File: src/shared/stw_regs.vh
// register map, field positions, reset values and timing counts of the serial channel
`ifndef STW_REGS_VH
`define STW_REGS_VH

`define STW_ADDR_CLKSEL     16'hFF43
`define STW_ADDR_MODE       16'hFF68
`define STW_ADDR_ATCTL      16'hFF69
`define STW_ADDR_INTERVAL   16'hFF6B
`define STW_ADDR_SHIFT      16'hFF6C
`define STW_ADDR_POINTER    16'hFF6D
`define STW_ADDR_BUF_BASE   16'hFAC0

`define STW_RST_CLKSEL      8'h88
`define STW_RST_MODE        8'h00
`define STW_RST_ATCTL       8'h00
`define STW_RST_INTERVAL    8'h00
`define STW_RST_POINTER     5'h00

`define STW_MODE_ENABLE     7
`define STW_MODE_LSB_FIRST  6
`define STW_MODE_AUTO       5
`define STW_MODE_SRC_HI     1
`define STW_MODE_SRC_LO     0

`define STW_AT_RX_ALLOW     7
`define STW_AT_REPEAT       6
`define STW_AT_FAULT_CHK    5
`define STW_AT_ERROR        4
`define STW_AT_ACTIVE       3
`define STW_AT_STROBE       2
`define STW_AT_HS_ENABLE    1
`define STW_AT_HS_POLARITY  0

`define STW_IV_ENABLE       7

`define STW_SEL_MIN         4'h6
`define STW_SEL_MAX         4'hD

`define STW_GAP_UNIT        128
`define STW_GAP_FIXED_MIN   56
`define STW_GAP_FIXED_MAX   72
`define STW_GAP_FIXED       ((`STW_GAP_FIXED_MIN + `STW_GAP_FIXED_MAX) / 2)
`define STW_GAP_MIN_HALVES  4

`endif

File: src/stw_buffer_ram.v
// small buffer memory with one write port and a registered read port
`timescale 1ns/1ps
`default_nettype none

module stw_buffer_ram #(
    parameter WIDTH = 8,
    parameter DEPTH = 32,
    parameter AW    = 5
) (
    input  wire             clock,
    input  wire             wrEn,
    input  wire [AW-1:0]    wrAddr,
    input  wire [WIDTH-1:0] wrData,
    input  wire [AW-1:0]    rdAddr,
    output reg  [WIDTH-1:0] rdData
);
    reg [WIDTH-1:0] mem [0:DEPTH-1];

    always @(posedge clock) begin
        if (wrEn) begin
            mem[wrAddr] <= wrData;
        end
        rdData <= mem[rdAddr];
    end
endmodule // stw_buffer_ram

`default_nettype wire

File: src/stw_serial_ctrl.v
// three-wire serial channel with automatic block transfer and its control registers
`timescale 1ns/1ps
`default_nettype none
`include "stw_regs.vh"

module stw_serial_ctrl #(
    parameter BUF_DEPTH = 32,
    parameter BUF_AW    = 5
) (
    input  wire        clock,
    input  wire        rst,
    input  wire [15:0] cpuAddr,
    input  wire        cpuWrite,
    input  wire        cpuRead,
    input  wire [7:0]  cpuWdata,
    output reg  [7:0]  cpuRdata,
    output reg         cpuRvalid,
    input  wire        timer2Tick,
    input  wire        sckIn,
    output reg         sckOut,
    output reg         sckOeN,
    input  wire        serialDataIn,
    output reg         serialDataOut,
    output reg         sdoOeN,
    output reg         strobePin,
    input  wire        busyIn,
    output reg         channelIrq,
    output reg         portMode
);
    localparam [4:0] ST_IDLE  = 5'b00001;
    localparam [4:0] ST_LOAD  = 5'b00010;
    localparam [4:0] ST_BUSYW = 5'b00100;
    localparam [4:0] ST_SHIFT = 5'b01000;
    localparam [4:0] ST_GAP   = 5'b10000;
    localparam [15:0] GAP_FIXED = `STW_GAP_FIXED;
    localparam [15:0] GAP_UNIT  = `STW_GAP_UNIT;

    reg [7:0]        clkSel;
    reg [7:0]        modeReg;
    reg [7:0]        atCtl;
    reg [7:0]        interval;
    reg [7:0]        shiftReg;
    reg [BUF_AW-1:0] pointer;
    reg [BUF_AW-1:0] startPtr;
    reg [4:0]        state;
    reg [3:0]        bitCnt;
    reg [7:0]        divCnt;
    reg              sckPrev;
    reg [15:0]       gapCnt;
    reg [2:0]        gapHalves;
    reg              autoRun;
    reg [7:0]        regRd;
    reg              rdBuf;
    reg              rdPend;
    reg              activeFlag;
    reg              errorFlag;

    wire       enable    = modeReg[`STW_MODE_ENABLE];
    wire       lsbFirst  = modeReg[`STW_MODE_LSB_FIRST];
    wire       autoMode  = modeReg[`STW_MODE_AUTO];
    wire       srcHi     = modeReg[`STW_MODE_SRC_HI];
    wire       srcLo     = modeReg[`STW_MODE_SRC_LO];
    wire       hsEnable  = atCtl[`STW_AT_HS_ENABLE];
    wire       hsPol     = atCtl[`STW_AT_HS_POLARITY];
    wire       hitShift  = cpuWrite && (cpuAddr == `STW_ADDR_SHIFT);
    wire       startReq  = hitShift && enable && state[0];
    wire [3:0] rateSel   = clkSel[7:4];
    wire       rateOk    = (rateSel >= `STW_SEL_MIN) && (rateSel <= `STW_SEL_MAX);
    wire [3:0] rateShift = rateSel - `STW_SEL_MIN;
    wire [7:0] divMask   = (8'h01 << rateShift[2:0]) - 8'h01;
    wire       intTick   = rateOk && ((divCnt & divMask) == divMask);
    wire       halfTick  = srcLo ? intTick : timer2Tick;
    wire       running   = state[3];
    wire       fallEv    = srcHi ? (running && halfTick && sckOut)
                                 : (running && sckPrev && !sckIn);
    wire       riseEv    = srcHi ? (running && halfTick && !sckOut)
                                 : (running && !sckPrev && sckIn);
    wire       busyAct   = hsEnable && (hsPol ? !busyIn : busyIn);
    wire [7:0] captured  = lsbFirst ? {serialDataIn, shiftReg[7:1]}
                                    : {shiftReg[6:0], serialDataIn};
    wire       lastBit   = riseEv && (bitCnt == 4'h7);
    wire       inBuf     = (cpuAddr >= `STW_ADDR_BUF_BASE)
                        && (cpuAddr < (`STW_ADDR_BUF_BASE + BUF_DEPTH));
    wire [15:0] bufOff   = cpuAddr - `STW_ADDR_BUF_BASE;
    wire [15:0] gapLoad  = (({11'h000, interval[4:0]} + 16'h0001) * GAP_UNIT)
                         + GAP_FIXED;

    wire [7:0]        ramQ;
    reg               ramWe;
    reg [BUF_AW-1:0]  ramWa;
    reg [7:0]         ramWd;
    wire [BUF_AW-1:0] ramRa = autoRun ? pointer : bufOff[BUF_AW-1:0];

    always @* begin
        ramWe = 1'b0;
        ramWa = bufOff[BUF_AW-1:0];
        ramWd = cpuWdata;
        if (autoRun && lastBit && atCtl[`STW_AT_RX_ALLOW]) begin
            ramWe = 1'b1;
            ramWa = pointer;
            ramWd = captured;
        end else if (cpuWrite && inBuf && !autoRun) begin
            ramWe = 1'b1;
        end
    end

    stw_buffer_ram #(
        .WIDTH (8),
        .DEPTH (BUF_DEPTH),
        .AW    (BUF_AW)
    ) u_buf (
        .clock  (clock),
        .wrEn   (ramWe),
        .wrAddr (ramWa),
        .wrData (ramWd),
        .rdAddr (ramRa),
        .rdData (ramQ)
    );

    // control registers; flags in the control register are not software writable
    always @(posedge clock) begin
        if (rst) begin
            clkSel   <= `STW_RST_CLKSEL;
            modeReg  <= `STW_RST_MODE;
            atCtl    <= `STW_RST_ATCTL;
            interval <= `STW_RST_INTERVAL;
        end else if (cpuWrite) begin
            case (cpuAddr)
                `STW_ADDR_CLKSEL:   clkSel <= cpuWdata;
                `STW_ADDR_MODE:     modeReg <= {cpuWdata[7:5], 3'b000, cpuWdata[1:0]};
                `STW_ADDR_ATCTL:    atCtl <= {cpuWdata[7:5], 2'b00, cpuWdata[2:0]};
                `STW_ADDR_INTERVAL: interval <= {cpuWdata[7], 2'b00, cpuWdata[4:0]};
                default: ;
            endcase
        end
    end

    // transfer engine; the status flags live only here; software clears active only by disabling the channel or clearing the auto bit, error only by an auto start
    always @(posedge clock) begin
        if (rst) begin
            state         <= ST_IDLE;
            bitCnt        <= 4'h0;
            pointer       <= `STW_RST_POINTER;
            startPtr      <= `STW_RST_POINTER;
            sckOut        <= 1'b1;
            serialDataOut <= 1'b0;
            strobePin     <= 1'b0;
            channelIrq    <= 1'b0;
            autoRun       <= 1'b0;
            gapCnt        <= 16'h0000;
            gapHalves     <= 3'h0;
            activeFlag    <= 1'b0;
            errorFlag     <= 1'b0;
        end else begin
            channelIrq <= 1'b0;
            if (cpuWrite && (cpuAddr == `STW_ADDR_POINTER) && state[0]) begin
                pointer <= cpuWdata[BUF_AW-1:0];
            end
            if (hitShift && state[0]) begin
                shiftReg <= cpuWdata;
            end
            if (!enable) begin
                state     <= ST_IDLE;
                bitCnt    <= 4'h0;
                sckOut    <= 1'b1;
                strobePin <= 1'b0;
                autoRun   <= 1'b0;
                activeFlag <= 1'b0;
            end else begin
                case (state)
                    ST_IDLE: begin
                        if (startReq) begin
                            bitCnt        <= 4'h0;
                            serialDataOut <= 1'b0;
                            if (autoMode) begin
                                autoRun  <= 1'b1;
                                startPtr <= pointer;
                                activeFlag <= 1'b1;
                                errorFlag  <= 1'b0;
                                state <= ST_LOAD;
                            end else begin
                                state <= ST_SHIFT;
                            end
                        end
                    end
                    ST_LOAD: begin
                        state <= ST_BUSYW;
                    end
                    ST_BUSYW: begin
                        shiftReg <= ramQ;
                        if (!busyAct) begin
                            state <= ST_SHIFT;
                        end
                    end
                    ST_SHIFT: begin
                        if (srcHi && halfTick) begin
                            sckOut <= !sckOut;
                        end
                        if (fallEv) begin
                            serialDataOut <= lsbFirst ? shiftReg[0] : shiftReg[7];
                        end
                        if (riseEv) begin
                            shiftReg <= captured;
                            bitCnt   <= bitCnt + 4'h1;
                        end
                        if (lastBit) begin
                            bitCnt <= 4'h0;
                            if (!autoRun) begin
                                channelIrq <= 1'b1;
                                state <= ST_IDLE;
                            end else begin
                                strobePin <= atCtl[`STW_AT_STROBE];
                                gapCnt    <= interval[`STW_IV_ENABLE] ? gapLoad : 16'h0000;
                                gapHalves <= 3'h0;
                                state     <= ST_GAP;
                            end
                        end
                    end
                    ST_GAP: begin
                        if (gapCnt != 16'h0000) begin
                            gapCnt <= gapCnt - 16'h0001;
                        end
                        if (halfTick && (gapHalves != `STW_GAP_MIN_HALVES)) begin
                            gapHalves <= gapHalves + 3'h1;
                        end
                        if (halfTick && strobePin) begin
                            strobePin <= 1'b0;
                            // a partner that has not raised busy by the end of the strobe is faulty
                            if (atCtl[`STW_AT_FAULT_CHK] && hsEnable && !busyAct) begin
                                errorFlag  <= 1'b1;
                                activeFlag <= 1'b0;
                                autoRun    <= 1'b0;
                                channelIrq <= 1'b1;
                                state      <= ST_IDLE;
                            end
                        end else if (!strobePin && (gapCnt == 16'h0000)
                                     && (gapHalves == `STW_GAP_MIN_HALVES)) begin
                            if (!autoMode) begin
                                autoRun <= 1'b0;
                                activeFlag <= 1'b0;
                                state   <= ST_IDLE;
                            end else if (pointer != {BUF_AW{1'b0}}) begin
                                pointer <= pointer - 1'b1;
                                state   <= ST_LOAD;
                            end else if (atCtl[`STW_AT_REPEAT]) begin
                                pointer <= startPtr;
                                state   <= ST_LOAD;
                            end else begin
                                autoRun    <= 1'b0;
                                channelIrq <= 1'b1;
                                activeFlag <= 1'b0;
                                state      <= ST_IDLE;
                            end
                        end
                    end
                    default: state <= ST_IDLE;
                endcase
            end
        end
    end

    // divider and pin sampling; the external clock edge is seen in the cycle the pin changes
    always @(posedge clock) begin
        if (rst) begin
            divCnt   <= 8'h00;
            sckPrev  <= 1'b1;
            sckOeN   <= 1'b1;
            sdoOeN   <= 1'b1;
            portMode <= 1'b1;
        end else begin
            divCnt   <= divCnt + 8'h01;
            sckPrev  <= sckIn;
            sckOeN   <= !(enable && srcHi);
            sdoOeN   <= !enable;
            portMode <= !enable;
        end
    end

    // two-cycle read: register stage then a buffer/register select stage
    always @(posedge clock) begin
        if (rst) begin
            regRd     <= 8'h00;
            rdBuf     <= 1'b0;
            rdPend    <= 1'b0;
            cpuRdata  <= 8'h00;
            cpuRvalid <= 1'b0;
        end else begin
            rdPend <= cpuRead;
            rdBuf  <= inBuf;
            case (cpuAddr)
                `STW_ADDR_CLKSEL:   regRd <= clkSel;
                `STW_ADDR_MODE:     regRd <= modeReg;
                `STW_ADDR_ATCTL:    regRd <= {atCtl[7:5], errorFlag, activeFlag, atCtl[2:0]};
                `STW_ADDR_INTERVAL: regRd <= interval;
                `STW_ADDR_SHIFT:    regRd <= shiftReg;
                `STW_ADDR_POINTER:  regRd <= {{(8-BUF_AW){1'b0}}, pointer};
                default:            regRd <= 8'h00;
            endcase
            cpuRvalid <= rdPend;
            if (rdPend) begin
                cpuRdata <= rdBuf ? ramQ : regRd;
            end
        end
    end
endmodule // stw_serial_ctrl

`default_nettype wire

File: config.mk
export PLATFORM = sky130hd
export DESIGN_NAME = stw_serial_ctrl
export DESIGN_NICKNAME = d
export VERILOG_FILES = /design/src/stw_buffer_ram.v /design/src/stw_serial_ctrl.v
export VERILOG_INCLUDE_DIRS = /design/src /design/src/shared
export SDC_FILE = /design/constraint.sdc
export NUM_CORES = 1
export LEC_CHECK = 0
export ABC_CLOCK_PERIOD_IN_PS = 4610
export BUFFER_PORTS_ARGS = -buffer_cell sky130_fd_sc_hd__buf_2
export CORE_MARGIN = 2
export CORE_UTILIZATION = 45
export DETAILED_ROUTE_END_ITERATION = 10
export SLEW_MARGIN = 20
export SYNTH_ARGS = -nofsm -noshare
export SYNTH_HDL_FRONTEND = slang
export SYNTH_SLANG_ARGS = --single-unit
File: constraint.sdc
create_clock -name clock -period 4.61 [get_ports clock]
set_input_delay 1.1525 -clock clock [delete_from_list [all_inputs] [get_ports clock]]
set_output_delay 1.1525 -clock clock [all_outputs]
set_load 0.005 [all_outputs]
==> impl_metrics.ini <==
[clocking]
cts_buffer_depth = 3
tritoncts = yes
cts_buffers = 40
clkLatencyLatePin_ns = 0.57
cts.clk_slew.worst_paths_ns = 0.06
cts-root-buf = clkbuf_16
cts_max_level = 2
holdBufCountCts = 0
cts_resized = 0
numClockSinks = 370
post-cts-setup-buffer-count = 0

[layout]
stdcell_count = 1779
final.fill_count = 3012
post-route-util = 0.526
syn_to_final_growth_pct = 14.6
drive_gt1_frac = 0.230
nets = 1327

[setup_path]
critPathCapture = u_buf.mem[27][2]
reg2reg_from = clkSel[5]
reg2reg_setup_slack_ns = 0.98
worstPathArrival_ns = 3.89
timing.rr.end = u_buf.mem[17][2]
critPathMaxStageDelay_ns = 0.58
critPathLaunch = cpuAddr[5]
reg2regPathDepth = 10
worstSetupEndpointType = register
critPathKind = input port to register
cp_common_cell = a21oi_1
cp.required_ns = 4.85
cp_max_fo = 8
start_kind = input port
cpMaxStageDelayCell = or4_1
path_cells = buf_2, nand4b_4, or4_1, or3b_1, nor2_2, a21oi_1, a21oi_1, buf_4

[logic_synthesis]
synth_cells = 1212
synthMuxAreaShare = 0.143
synthAdderAreaFrac = 0.00687
synth_nets = 1253
synthSimpleGateAreaFrac = 0.114
syn_avg_cell_area_um2 = 13.5
synth_top_family_by_area = multiplexers
postSynth.asyncResetShare = 0
ys.flop_type = edfxtp_1
ys_ff_latch = 370
synth_edf_count = 264
yosysWarnings = 0
synth_compound_area_frac = 0.0859
synth_xor_area_frac = 0.0128
yosysSeqAreaShare = 0.613
netlist_area_um2 = 16400
ys_types = 75

[timing]
tightestPinTransition_ns = 1.07
finalSetupViolCount = 0
hold_viol = 0
rsz0062_at_grt = no
fin_worst_skew_ns = 0.0426
drv_slew = 0
slew_headroom = 0.271
finalCritPeriodShare = 0.792
timing.setup.tns_ns = 0
min_period_ns = 3.65
fmax_ghz = 0.274

[floorplanning]
dieWidth_um = 195
die_h_um = 195
boundaryPins = 48
rows = 69
die-area_um2 = 38000
start_util = 0.459
core_area_um2 = 35700

[grt]
grt_usage = 0.233
antenna_found_initial = 1
grt_pass1_vias = 10700
gr-total-overflow = 0
grt_pass1_wl_um = 66900
grt_max_degree = 65

[placed_design]
placed_cells = 1705
place_congestion = 0.869
numPortBuffers = 47
hpwl_um = 28900

[power]
p_leak_nw = 6.26
peakVddDrop_mv = 0.308
power-per-cell-area_nw_per_um2 = 382

[detailed_routing]
drt-pass1-iter-count = 5
remaining_drc_errors = 0
vias_per_cell = 6.04
wire_per_inst_um = 24.5
drt_wl_total_um = 43500
vias = 10800
drt_iter0_markers = 1122
final_antenna_net_count = 0

[worst_hold_path]
hp-class = register to register
min_path_cells = 2

[status]
outcome = finished, final reports clean

[flow_run]
cap_violations = 0
-- power breakdown --
group	leakage (nW)	internal [mW]	switching, mW	total (mW)
registers	3.24	3.58	0.0205	3.60
clock network	0.656	1.93	1.33	3.26
logic	2.37	0.124	0.201	0.325
total	6.26	5.63	1.56	7.18
-- worst max-delay path: cells and delay by family --
kind / cells / cell delay [ns]
buf+inv: 2 / 0.32
simple gates: 4 / 1.81
compound gates: 2 / 0.61
-- layout make-up --
class	count	area, µm²	share of cell area
Tap cell	461	577	0.0307
Sequential cell	370	10000	0.535
Multi-Input combinational cell	746	6020	0.320
Clock buffer	54	1100	0.0587
Antenna cell	1	2.50	0.000133
Clock inverter	19	254	0.0135
Inverter	23	86.3	0.00460
Timing Repair Buffer	105	696	0.0370
-- cell usage in the layout, fill, tap and decap left out, types with 10 or more instances in the layout --
master / instances
dfxtp_1: 106
clkbuf_16: 40
mux2_2: 15
o21ai_0: 18
nand3_1: 45
buf_2: 47
and3_1: 19
nor3_1: 17
a21oi_1: 102
inv_1: 22
nor4_1: 12
o31ai_1: 10
edfxtp_1: 264
nor2b_1: 12
a211oi_1: 13
nor2_1: 63
xnor2_1: 17
a22oi_1: 16
nand4_1: 16
mux4_2: 80
buf_4: 56
nand2_1: 112
mux2i_1: 33
-- sequential cells by signal, indices dropped and copies added (netlist names), 7 cells and up --
signal and flops:
u_buf.mem 256, u_buf.rdData 8, gapCnt 16, divCnt 7
clkSel 8, cpuRdata 8, shiftReg 8, regRd 8
-- worst min path at each step --
| stage | from | endpoint | slack [ns] |
|---|---|---|---|
| 2_1_floorplan | divCnt[0] | divCnt[0] | 0.43 |
| 3_3_place_gp | clkSel[1] | clkSel[1] | 0.44 |
| 3_5_place_dp | clkSel[2] | clkSel[2] | 0.45 |
| 4_1_cts | clkSel[2] | clkSel[2] | 0.45 |
| 5_1_grt | clkSel[2] | clkSel[2] | 0.47 |
| 6_report | clkSel[2] | clkSel[2] | 0.46 |
-- routing by layer --
metal | GRT usage | vias to the layer above | part of all wire | wire (µm)
li1 | - | 4858 | - | -
met1 | 0.316 | 5388 | 0.43 | 18500
met2 | 0.376 | 409 | 0.48 | 20700
met3 | 0.0389 | 96 | 0.063 | 2730
met4 | 0.0922 | 2 | 0.035 | 1540
met5 | 0 | - | 0.00028 | 12
-- cell usage after synthesis (4+ instances only) --
master | count | area share
a31oi_1 | 9 | 0.0034
mux4_2 | 80 | 0.11
nor2_1 | 63 | 0.014
o31ai_1 | 10 | 0.0046
edfxtp_1 | 264 | 0.48
a21o_1 | 4 | 0.0018
xnor2_1 | 17 | 0.0091
nor2b_1 | 12 | 0.0046
o21ai_0 | 18 | 0.0055
a21oi_1 | 110 | 0.034
nor3b_1 | 4 | 0.0018
o22ai_1 | 8 | 0.0031
nand3_1 | 45 | 0.014
ha_1 | 9 | 0.0069
xor2_1 | 7 | 0.0037
inv_1 | 22 | 0.0050
a222oi_1 | 4 | 0.0024
nand4_1 | 16 | 0.0061
buf_1 | 8 | 0.0018
mux2_2 | 15 | 0.010
nand2_1 | 112 | 0.026
nor4_1 | 12 | 0.0046
a211oi_1 | 13 | 0.0060
nor3_1 | 17 | 0.0052
nand2b_1 | 5 | 0.0019
nand4b_1 | 4 | 0.0021
and3b_1 | 4 | 0.0021
and2_1 | 7 | 0.0027
mux2i_1 | 37 | 0.023
a22oi_1 | 16 | 0.0073
and3_1 | 19 | 0.0073
or4_1 | 5 | 0.0023
buf_2 | 17 | 0.0052
nand3b_1 | 6 | 0.0027
clkbuf_1 | 44 | 0.010
dfxtp_1 | 106 | 0.13
-- metrics by stage --
stage / worst slack (ns) / area [µm²] / total power, mW / hold slack [ns]
2_1_floorplan: 1.00 / 16400 / 3.86 / 0.426
3_3_place_gp: 0.475 / 17400 / 3.99 / 0.440
3_5_place_dp: 0.443 / 17400 / 4.00 / 0.446
4_1_cts: 1.02 / 18800 / 7.26 / 0.454
5_1_grt: 0.771 / 18800 / 7.39 / 0.471
6_report: 0.957 / 18800 / 7.18 / 0.456
-- logic make-up after synthesis --
logic type               Yosys count
XOR/XNOR                          24
AO/OA/AOI/OAI                    223
flip-flops                       370
AND/OR/NAND/NOR                  358
multiplexers                     132
adder cells (fa/ha/maj)            9
buffers and inverters             96
(Power assumes the default switching activity.)
